===== config.mk =====
export PLATFORM = sky130hd
export DESIGN_NAME = pifb_bank
export DESIGN_NICKNAME = d
export VERILOG_FILES = /design/src/design/pifb_bank.v /design/src/design/pifb_sync.v
export VERILOG_INCLUDE_DIRS = /design/src /design/src/common
export SDC_FILE = /design/constraint.sdc
export NUM_CORES = 1
export LEC_CHECK = 0
export BUFFER_PORTS_ARGS = -buffer_cell sky130_fd_sc_hd__buf_2
export CAP_MARGIN = 20
export CORE_UTILIZATION = 45
export CTS_BUF_LIST = sky130_fd_sc_hd__clkbuf_4 sky130_fd_sc_hd__clkbuf_8 sky130_fd_sc_hd__clkbuf_16
export CTS_CLUSTER_DIAMETER = 60
export DETAILED_ROUTE_END_ITERATION = 12
export PLACE_DENSITY = 0.82
export SETUP_SLACK_MARGIN = 0.3
export SYNTH_ARGS = -nofsm -noshare
export SYNTH_HDL_FRONTEND = slang
export SYNTH_HIERARCHICAL = 1
export SYNTH_SLANG_ARGS = --single-unit
export TNS_END_PERCENT = 20

===== constraint.sdc =====
create_clock -name pclk -period 1.4 [get_ports pclk]
set_input_delay 0.35 -clock pclk [delete_from_list [all_inputs] [get_ports pclk]]
set_output_delay 0.35 -clock pclk [all_outputs]
set_load 0.01 [all_outputs]

===== src/common/pifb_defines.vh =====
// Register offsets, field positions and reset values of the flag bank.
`ifndef PIFB_DEFINES_VH
`define PIFB_DEFINES_VH
`define PIFB_OFF_CORE_CTRL   12'h000
`define PIFB_OFF_ENABLE_ONE  12'h004
`define PIFB_OFF_ENABLE_TWO  12'h008
`define PIFB_OFF_REQUEST_ONE 12'h00c
`define PIFB_OFF_REQUEST_TWO 12'h010
`define PIFB_OFF_RX_DATA     12'h014
`define PIFB_OFF_TX_DATA     12'h018
`define PIFB_OFF_STATUS      12'h01c
`define PIFB_BIT_GLOBAL_EN   7
`define PIFB_BIT_GROUP_EN    6
`define PIFB_MASK_ONE        8'h7f
`define PIFB_MASK_TWO        8'hfd
`define PIFB_SW_MASK_ONE     8'h4f
`define PIFB_RST_CTRL        8'h00
`define PIFB_RST_ENABLE      8'h00
`define PIFB_RST_REQUEST     8'h00
`define PIFB_RST_RX_DATA     8'h00
`endif


===== src/design/pifb_bank.v =====
// Peripheral interrupt enable and request flag bank with an APB slave.
// What this block does
// - Enable two holds osc fail, cmp two, cmp one, eeprom, collision, wake, capcmp two.
// - Unimplemented bits of enable two, request two and request one read zero.
// - Flags set on their event regardless of enables or global enable.
// - Converter done flag, request one bit 6, sets on conversion end, sticky.
// - Receive full flag, bit 5, read only, follows buffer, cleared by data read.
// - Transmit empty flag, bit 4, read only, cleared by transmit data write.
// - Serial port flag, bit 3, sets on SPI or I2C transfer completion.
// - Serial port flag also sets when master-initiated I2C sequences complete.
// - Serial port flag sets on bus start or stop seen while idle.
// - Capcmp one flag, bit 2, sets on capture or compare, software cleared.
// - Timer two flag, bit 1, sets on period match, software cleared.
// - Timer one flag, bit 0, sets on count overflow, software cleared.
// - Osc fail flag, request two bit 7, sets on oscillator failure.
// - Comparator flags, bits 6 and 5, set on comparator output change.
// - Eeprom write flag, bit 4, sets when a data write completes.
// - Bus collision flag, bit 3, sets on I2C master collision.
// - Wake flag, bit 2, sets on wake-up condition, software cleared.
// - Capcmp two flag, bit 0, sets on capture or compare, software cleared.
// - Peripheral requests reach the core only with group enable set.
// - Global enable gates every unmasked interrupt.
// - Enable one mirrors request one bit positions.
//
// Local design decisions: the APB interface to the registers and the register offsets.
`include "pifb_defines.vh"
module pifb_bank #(
  parameter RX_W = 8
) (
  input  wire        pclk,
  input  wire        presetn,
  input  wire        ce,
  input  wire        psel,
  input  wire        penable,
  input  wire        pwrite,
  input  wire [11:0] paddr,
  input  wire [31:0] pwdata,
  output reg  [31:0] prdata,
  output reg         pready,
  output reg         pslverr,
  input  wire        adc_done,
  input  wire        rx_push,
  input  wire [RX_W-1:0] rx_byte,
  input  wire        tx_pop,
  input  wire        ssp_xfer_done,
  input  wire        ssp_seq_done,
  input  wire        ssp_bus_event_idle,
  input  wire        capcmp_one_event,
  input  wire        timer_two_match,
  input  wire        timer_one_overflow,
  input  wire        osc_failed,
  input  wire        cmp_two_output,
  input  wire        cmp_one_output,
  input  wire        eeprom_write_done,
  input  wire        bus_collision,
  input  wire        lowpower_wake,
  input  wire        capcmp_two_event,
  output reg         periph_irq,
  output reg         tx_write_strobe,
  output reg  [7:0]  tx_write_data
);
  // Core control, enables and flag state.
  reg [7:0]      core_irq_control_r;
  reg [7:0]      peripheral_irq_enable_one_r;
  reg [7:0]      peripheral_irq_enable_two_r;
  reg [7:0]      sw_flags_one_r;
  reg [7:0]      peripheral_irq_request_two_r;
  reg            rx_full_flag_r;
  reg            tx_empty_flag_r;
  reg [RX_W-1:0] rx_data_register_r;
  reg            cmp_two_prev_r;
  reg            cmp_one_prev_r;
  reg            osc_prev_r;
  wire [1:0]     cmp_sync;
  wire           osc_sync;
  wire [7:0]     set_one;
  wire [7:0]     set_two;
  wire [7:0]     request_one;
  wire           bus_wr;
  wire           bus_rd;
  wire           osc_rise;
  reg  [31:0]    rd_nxt;
  reg            err_nxt;
  wire           irq_nxt;

  // Decodes whether an address lands on a mapped register.
  function mapped;
    input [11:0] a;
    begin
      mapped = (a == `PIFB_OFF_CORE_CTRL)   || (a == `PIFB_OFF_ENABLE_ONE) ||
               (a == `PIFB_OFF_ENABLE_TWO)  || (a == `PIFB_OFF_REQUEST_ONE) ||
               (a == `PIFB_OFF_REQUEST_TWO) || (a == `PIFB_OFF_RX_DATA) ||
               (a == `PIFB_OFF_TX_DATA)     || (a == `PIFB_OFF_STATUS);
    end
  endfunction

  // Comparator outputs and the oscillator fail level come from other domains.
  pifb_sync #(.W(3)) u_sync (
    .pclk    (pclk),
    .presetn (presetn),
    .ce      (ce),
    .d       ({osc_failed, cmp_two_output, cmp_one_output}),
    .q       ({osc_sync, cmp_sync})
  );

  assign bus_wr = psel & penable & pwrite & ce & pready;
  assign bus_rd = psel & penable & ~pwrite & ce & pready;
  assign osc_rise = osc_sync & ~osc_prev_r;

  // Event set vectors, independent of any enable.
  assign set_one = {1'b0,
                    adc_done,
                    1'b0,
                    1'b0,
                    ssp_xfer_done | ssp_seq_done | ssp_bus_event_idle,
                    capcmp_one_event,
                    timer_two_match,
                    timer_one_overflow};
  assign set_two = {osc_rise,
                    cmp_sync[1] ^ cmp_two_prev_r,
                    cmp_sync[0] ^ cmp_one_prev_r,
                    eeprom_write_done,
                    bus_collision,
                    lowpower_wake,
                    1'b0,
                    capcmp_two_event};

  assign request_one = (sw_flags_one_r & `PIFB_SW_MASK_ONE) |
                       {2'b00, rx_full_flag_r, tx_empty_flag_r, 4'h0};

  // Sources OR'd through their enables, then group and global gates.
  assign irq_nxt = core_irq_control_r[`PIFB_BIT_GLOBAL_EN] &
                   core_irq_control_r[`PIFB_BIT_GROUP_EN] &
                   (|(request_one & peripheral_irq_enable_one_r) |
                    |(peripheral_irq_request_two_r &
                      peripheral_irq_enable_two_r));

  // Read mux and error answer for unmapped addresses.
  always @* begin
    rd_nxt  = 32'h0000_0000;
    err_nxt = ~mapped(paddr);
    case (paddr)
      `PIFB_OFF_CORE_CTRL:   rd_nxt[7:0] = core_irq_control_r;
      `PIFB_OFF_ENABLE_ONE:  rd_nxt[7:0] = peripheral_irq_enable_one_r;
      `PIFB_OFF_ENABLE_TWO:  rd_nxt[7:0] = peripheral_irq_enable_two_r;
      `PIFB_OFF_REQUEST_ONE: rd_nxt[7:0] = request_one;
      `PIFB_OFF_REQUEST_TWO: rd_nxt[7:0] = peripheral_irq_request_two_r;
      `PIFB_OFF_RX_DATA:     rd_nxt[RX_W-1:0] = rx_data_register_r;
      `PIFB_OFF_STATUS:      rd_nxt[0] = periph_irq;
      default:               rd_nxt = 32'h0000_0000;
    endcase
  end

  // APB handshake: one wait state, pready high in the second access cycle.
  always @(posedge pclk or negedge presetn) begin
    if (!presetn) begin
      pready  <= 1'b0;
      prdata  <= 32'h0000_0000;
      pslverr <= 1'b0;
    end else if (ce) begin
      if (psel && penable && !pready) begin
        pready  <= 1'b1;
        pslverr <= err_nxt;
        prdata  <= pwrite ? 32'h0000_0000 : rd_nxt;
      end else begin
        pready  <= 1'b0;
        pslverr <= 1'b0;
        prdata  <= 32'h0000_0000;
      end
    end
  end

  // Control and enable registers written by software.
  always @(posedge pclk or negedge presetn) begin
    if (!presetn) begin
      core_irq_control_r          <= `PIFB_RST_CTRL;
      peripheral_irq_enable_one_r <= `PIFB_RST_ENABLE;
      peripheral_irq_enable_two_r <= `PIFB_RST_ENABLE;
    end else if (ce && bus_wr && mapped(paddr)) begin
      if (paddr == `PIFB_OFF_CORE_CTRL) begin
        core_irq_control_r <= pwdata[7:0] & 8'hc0;
      end
      if (paddr == `PIFB_OFF_ENABLE_ONE) begin
        peripheral_irq_enable_one_r <= pwdata[7:0] & `PIFB_MASK_ONE;
      end
      if (paddr == `PIFB_OFF_ENABLE_TWO) begin
        peripheral_irq_enable_two_r <= pwdata[7:0] & `PIFB_MASK_TWO;
      end
    end
  end

  // Sticky flags: a software write stores, an event in the same cycle wins.
  always @(posedge pclk or negedge presetn) begin
    if (!presetn) begin
      sw_flags_one_r               <= `PIFB_RST_REQUEST;
      peripheral_irq_request_two_r <= `PIFB_RST_REQUEST;
      cmp_two_prev_r               <= 1'b0;
      cmp_one_prev_r               <= 1'b0;
      osc_prev_r                   <= 1'b0;
    end else if (ce) begin
      cmp_two_prev_r <= cmp_sync[1];
      cmp_one_prev_r <= cmp_sync[0];
      osc_prev_r     <= osc_sync;
      if (bus_wr && paddr == `PIFB_OFF_REQUEST_ONE) begin
        sw_flags_one_r <= (pwdata[7:0] | set_one) & `PIFB_SW_MASK_ONE;
      end else begin
        sw_flags_one_r <= (sw_flags_one_r | set_one) & `PIFB_SW_MASK_ONE;
      end
      if (bus_wr && paddr == `PIFB_OFF_REQUEST_TWO) begin
        peripheral_irq_request_two_r <= (pwdata[7:0] | set_two) &
                                        `PIFB_MASK_TWO;
      end else begin
        peripheral_irq_request_two_r <= (peripheral_irq_request_two_r |
                                         set_two) & `PIFB_MASK_TWO;
      end
    end
  end

  // Receive buffer: push sets full, data read clears, push wins.
  always @(posedge pclk or negedge presetn) begin
    if (!presetn) begin
      rx_full_flag_r     <= 1'b0;
      rx_data_register_r <= {RX_W{1'b0}};
    end else if (ce) begin
      if (rx_push) begin
        rx_full_flag_r     <= 1'b1;
        rx_data_register_r <= rx_byte;
      end else if (bus_rd && paddr == `PIFB_OFF_RX_DATA) begin
        rx_full_flag_r <= 1'b0;
      end
    end
  end

  // Transmit buffer: empty after reset, write fills, transmitter pop empties.
  always @(posedge pclk or negedge presetn) begin
    if (!presetn) begin
      tx_empty_flag_r <= 1'b1;
      tx_write_strobe <= 1'b0;
      tx_write_data   <= 8'h00;
    end else if (ce) begin
      tx_write_strobe <= 1'b0;
      if (tx_pop) begin
        tx_empty_flag_r <= 1'b1;
      end else if (bus_wr && paddr == `PIFB_OFF_TX_DATA) begin
        tx_empty_flag_r <= 1'b0;
      end
      if (bus_wr && paddr == `PIFB_OFF_TX_DATA) begin
        tx_write_strobe <= 1'b1;
        tx_write_data   <= pwdata[7:0];
      end
    end
  end

  // Registered interrupt request output.
  always @(posedge pclk or negedge presetn) begin
    if (!presetn) begin
      periph_irq <= 1'b0;
    end else if (ce) begin
      periph_irq <= irq_nxt;
    end
  end
endmodule // pifb_bank


===== src/design/pifb_sync.v =====
// Three-stage synchroniser with agreement of the last two stages.
module pifb_sync #(
  parameter W = 8
) (
  input  wire         pclk,
  input  wire         presetn,
  input  wire         ce,
  input  wire [W-1:0] d,
  output reg  [W-1:0] q
);
  reg [W-1:0] s1_r;
  reg [W-1:0] s2_r;
  reg [W-1:0] s3_r;
  integer     i;

  // Stage one feeds only stage two; output follows where two and three agree.
  always @(posedge pclk or negedge presetn) begin
    if (!presetn) begin
      s1_r <= {W{1'b0}};
      s2_r <= {W{1'b0}};
      s3_r <= {W{1'b0}};
      q    <= {W{1'b0}};
    end else if (ce) begin
      s1_r <= d;
      s2_r <= s1_r;
      s3_r <= s2_r;
      for (i = 0; i < W; i = i + 1) begin
        if (s2_r[i] == s3_r[i]) begin
          q[i] <= s3_r[i];
        end
      end
    end
  end
endmodule // pifb_sync


After elaboration in Yosys (flattened, before gate mapping):

Cells that the tools add are included.

* input port bits: 74
* output and inout bits: 44
* register bits: 100

* bitwise gates (word level): 25
* multiplexer cells: 13
* reductions and logical operators: 31
* equal/unequal tests: 10

Operator list (number)
* $eq 12x5->1 const B: 4
* $pmux 7 s6: 1
* $eq 12x4->1 const B: 2
* $mux 8: 3
* $reduce_and 2->1: 10
* $or 8x8->8: 2
* $reduce_or 8->1: 2
* $or 7x7->7: 2
* $eq 12x3->1 const B: 1
* $logic_not 12->1: 1
* $and 1x1->1: 10
* $and 8x8->8: 1
* $logic_and 1x1->1: 8
* $and 7x7->7: 1
* $logic_or 1x1->1: 7
* $mux 1: 7
* $mux 7: 1
* $or 7x6->7: 1
* $pmux 1 s6: 1
* $reduce_bool 2->1: 2
* $eq 1x1->1: 3
* $not 1->1: 3
* $or 1x1->1: 3
* $xor 1x1->1: 2
* $logic_not 1->1: 1

Longest topological paths before layout:

* word-level depth: 10
* depth in mapped cells: 6
* depth with buffers taken out: 4

Modules after synthesis:

Netlist, hierarchy kept.

By module, submodules not included
* pifb_bank: cells each 295, instances 1, area each 3303.2 sq um, sequential area each 1527.7 sq um
* pifb_sync: cells each 38, instances 1, area each 495.5 sq um, sequential area each 300.3 sq um

Worst setup path before layout:

Ideal clock, no wire load.

* kind: input to register
* from: in paddr[9]
* to: reg peripheral_irq_enable_two_r[0]
* stages on the path: 6
* path buffers: 2
* slack: -0.644 ns
* data required time: 1.275 ns
* arrival: 1.919 ns
* setup time: 0.125 ns
* cell sequence: or4_4 > buf_6 > nor4b_2 > and2_1 > buf_2 > mux2_2

* word-level cells in the longest chain between the ends: 10

Ends and longest elaborated chain
* start, declared: line pifb_bank.v:36 `input wire [11:0] paddr,`
* $eq 12x3->1 or $logic_not 12->1 (tied branches)
* $logic_or 1x1->1 (7 in series): line pifb_bank.v:90 `` mapped = (a == `PIFB_OFF_CORE_CTRL) || (a == `PIFB_OFF_ENABLE_ONE) || ``
* $logic_and 1x1->1: line pifb_bank.v:179 `end else if (ce && bus_wr && mapped(paddr)) begin`
* $reduce_and 2->1 (no source line) (*)
* end signal, assigned: line pifb_bank.v:178 `` peripheral_irq_enable_two_r <= `PIFB_RST_ENABLE; ``
* end signal, assigned: line pifb_bank.v:187 `` peripheral_irq_enable_two_r <= pwdata[7:0] & `PIFB_MASK_TWO; ``
* end, declared: line pifb_bank.v:65 `reg [7:0] peripheral_irq_enable_two_r;`

Every way passes the cells marked *; elsewhere a longest branch is shown, timed or not.
A chain may end at the register's enable or synchronous reset.

Worst setup path in the final report:

* from: in paddr[9]
* to: reg sw_flags_one_r[3]

* word-level cells in the longest chain between the ends: 3

Ends and longest elaborated chain
* $eq 12x4->1
* $logic_and 1x1->1 (no source line)
* $mux 7: line pifb_bank.v:204 `` if (bus_wr && paddr == `PIFB_OFF_REQUEST_ONE) begin ``
* end signal, assigned: line pifb_bank.v:195 `` sw_flags_one_r <= `PIFB_RST_REQUEST; ``
* end signal, assigned: line pifb_bank.v:205 `` sw_flags_one_r <= (pwdata[7:0] | set_one) & `PIFB_SW_MASK_ONE; ``
* end signal, assigned: line pifb_bank.v:207 `` sw_flags_one_r <= (sw_flags_one_r | set_one) & `PIFB_SW_MASK_ONE; ``
* end, declared: line pifb_bank.v:66 `reg [7:0] sw_flags_one_r;`

No other way between the ends.

==> results.json <==
{
  "outcome": "complete, but fails checks",
  "violations": "negative setup slack",
  "cap_viol_max_count": 0,
  "gp_congestion": 0.9253,
  "min-delay-start": "rx_byte[7]",
  "crit_family": "simple AND/OR/NAND/NOR gates",
  "core-area_sq_um": 8175,
  "fin_crit_sh_pct": 122.3,
  "ys_seq_elements": 73,
  "num_vias": 3081,
  "yosysTopAreaCellShare_pct": 47.43,
  "antenna_found_initial": 0,
  "startpoint_type": "input pin",
  "finalClockSkew_ns": 0.008180,
  "drc_errors": 0,
  "worstMarginPinSlew_ns": 0.5146,
  "p_switching_w": 0.001358,
  "die_h_um": 93.88,
  "drtIter0Drc": 254,
  "r2r_cells": 4,
  "cts_max_level": 3,
  "tns_ns": -10.34,
  "combPwrFrac_pct": 14.2,
  "cts_buffers": 9,
  "syn-instance-count": 333,
  "synth_ff_type": "dfrtp_1",
  "critPathMaxStageDelay_ns": 0.60,
  "synth_edf_count": 0,
  "cts_tree": "done",
  "seq_area_frac_synth_pct": 48.12,
  "slew_violations": 0,
  "ant_nets": 0,
  "slew-limit-headroom_pct": 64.80,
  "postSynthAreaPerCell_sq_um": 11.41,
  "setup_viol": 46,
  "power_density_nw_per_um2": 966.6,
  "final_nets": 507,
  "initial_core_util_pct": 46.46,
  "fin_crit_ns": 1.712,
  "swShare_pct": 29.53,
  "drt_pass1_iterations": 4,
  "wirelength_mm": 9.788,
  "cts_max_path_buffers": 2,
  "antenna_cells": 0,
  "finalWorstSetupSlack_ns": -0.3120,
  "whs_path_depth": 2,
  "hold_violations": 0,
  "clkSlewWorstSetupHoldPaths_ns": 0.09,
  "intPower_w": 0.003242,
  "synth_cell_types": 55,
  "clkPwrFrac_pct": 34.6,
  "rrSetupSlack_ns": -0.08,
  "track_usage_pct": 23.67,
  "ys_top_cells_by_area": "dfrtp_1, mux2_2, buf_4",
  "vias_per_cell": 5.674,
  "synth_most_common_cell": "dfrtp_1",
  "wl_per_cell_um": 18.03,
  "drive_gt1_share_pct": 42.92,
  "hold_end": "rx_data_register_r[7]",
  "critPathMaxFanout": 7,
  "cts_num_sinks": 73,
  "ioPinCount": 118,
  "p_seq_share_pct": 51.2,
  "r2r-start": "pready",
  "hold_path_class": "input pin to flip-flop",
  "syn_area_sq_um": 3799,
  "cp_cell_sequence": "buf_6 -> or4_4 -> or4b_1 -> o21ai_1 -> o221ai_2",
  "peakVddDrop_mv": 0.7037,
  "synth_warnings": 6,
  "ys_async_sr_fraction_pct": 100.0,
  "critPathKind": "input pin to flip-flop",
  "critPathBufInv": 1,
  "place_hpwl_mm": 7.306,
  "reg2reg_to": "peripheral_irq_enable_one_r[2]",
  "cts_root_buf": "clkbuf_8",
  "finalCoreUtilization_pct": 58.22,
  "first_global_vias": 2907,
  "required_ns": 1.64,
  "grt_overflow": 0,
  "grt_pass1_wl_mm": 15.42,
  "grt_start_max_net_pins": 51,
  "rows": 33,
  "leakage_nw": 2.237,
  "fmax_ghz": 0.5841,
  "synth_commonest_cells": "dfrtp_1, mux2_2, buf_4",
  "worstPathArrival_ns": 1.95,
  "clock_latency_ns": 0.36,
  "placement.io_buffers": 69,
  "die_area_sq_um": 8813,
  "syn2layout_area_growth_pct": 25.30,
  "cp-end-kind": "flip-flop",
  "die_w_um": 93.88,
  "crit_slowest_cell": "or4_4",
  "synth_largest_area_cell": "dfrtp_1",
  "rsz0062_at_grt": "true"
}
-- repair_timing --
item	in CTS	in global routing
buffers inserted	2	1
setup endpoints to repair	77	72
hold endpoints to repair	50	0
pin swaps	6	11
resized for setup	18	18
hold buffers	1	0
-- stage by stage --
stage | worst slack [ns] | instances | hold WS, ns | total power (W) | instance area, sq um
after floorplan | -0.5669 | 356 | 0.05441 | 0.002804 | 3904
after global placement | -0.6844 | 523 | 0.3758 | 0.002998 | 4389
after detailed placement | -0.7354 | 523 | 0.3742 | 0.003030 | 4389
after CTS | -0.3109 | 542 | 0.2012 | 0.004613 | 4659
after global routing | -0.3435 | 543 | 0.2112 | 0.004808 | 4760
final | -0.3120 | 543 | 0.2127 | 0.004600 | 4760
-- final cells by class --
class	count	area (sq um)
inverters	9	33.78
multi-input cells	229	1828
clock buffers	9	123.9
flip-flops and latches	73	1828
clock inverters	7	62.56
repair buffers	111	752.0
well taps	105	131.4
fillers	692	3416
-- cell families after synthesis --
group,count (synthesis),synth area share (%)
XOR/XNOR,2,0.4612
buffers and inverters,54,8.564
flip-flops,73,48.12
multiplexers,50,14.69
AND/OR/NAND/NOR,88,15.51
AO/OA/AOI/OAI,65,12.55
other,1,0.09872
-- worst register-to-register path, delay by kind of cell, from the launching register on --
kind                   cells  cell delay (ns)
buffers and inverters      1             0.20
muxes                      1             0.33
DFF                        1             0.37
and+or+nand+nor            2             0.48
-- layer usage --
metal  GRT usage, %  part of all wire (%)  vias to the layer above
met3          4.045                   6.5                       15
met1          32.39                    44                     1527
met2          37.83                    48                      134
met5              0                     0                        -
li1               -                     -                     1405
met4          8.333                   1.6                        0
-- registers in the layout, indices dropped and copies added (netlist names), 2 cells and up --
signal / cells
peripheral_irq_enable_two_r: 7
u_sync/s3_r: 3
u_sync/s2_r: 3
tx_write_data: 8
core_irq_control_r: 2
peripheral_irq_request_two_r: 7
peripheral_irq_enable_one_r: 7
sw_flags_one_r: 5
u_sync/s1_r: 3
rx_data_register_r: 8
prdata: 8
u_sync/q: 3
-- power by group through the flow --
| stage | Combinational, W | Sequential [W] | Clock (W) |
|---|---|---|---|
| after detailed placement | 0.000629 | 0.00240 | 0 |
| after CTS | 0.000642 | 0.00236 | 0.00161 |
| final | 0.000655 | 0.00236 | 0.00159 |
| after global placement | 0.000604 | 0.00239 | 0 |
| after floorplan | 0.000432 | 0.00237 | 0 |
| after global routing | 0.000726 | 0.00237 | 0.00171 |
-- layout by cell type (no fill, tap or decap), types with 3 or more instances in the layout --
cell,synthesis,routed
buf_6,2,7
nand4_1,3,3
mux2i_1,7,7
a21oi_1,6,6
mux2_2,42,35
o2bb2ai_1,13,13
and3_1,5,5
nand3_1,6,5
mux2_4,1,8
a31oi_1,4,4
buf_12,0,3
o21ai_0,12,8
conb_1,1,24
clkbuf_8,0,9
nor3_1,5,4
nand4b_1,4,4
a22oi_1,6,6
nand2_1,20,19
o21ai_1,0,4
nor4_1,12,11
buf_2,2,65
a22o_1,4,4
nor2_1,6,6
o211ai_1,6,6
a32oi_1,3,3
buf_4,25,33
dfrtp_1,72,72
nand2b_1,3,3
inv_1,9,9
clkinv_4,0,3
or4bb_1,6,6
-- worst max path at each step --
stage / from / endpoint / slack (ns) / depth (start not counted)
2_1_floorplan: paddr[9] / peripheral_irq_enable_two_r[0] / -0.57 / 6
5_1_grt: paddr[9] / sw_flags_one_r[2] / -0.34 / 6
4_1_cts: paddr[10] / peripheral_irq_enable_two_r[0] / -0.31 / 6
6_report: paddr[9] / sw_flags_one_r[3] / -0.31 / 5
3_5_place_dp: paddr[9] / sw_flags_one_r[3] / -0.74 / 5
3_3_place_gp: paddr[9] / peripheral_irq_enable_two_r[5] / -0.68 / 6
(Power assumes the default switching activity.)
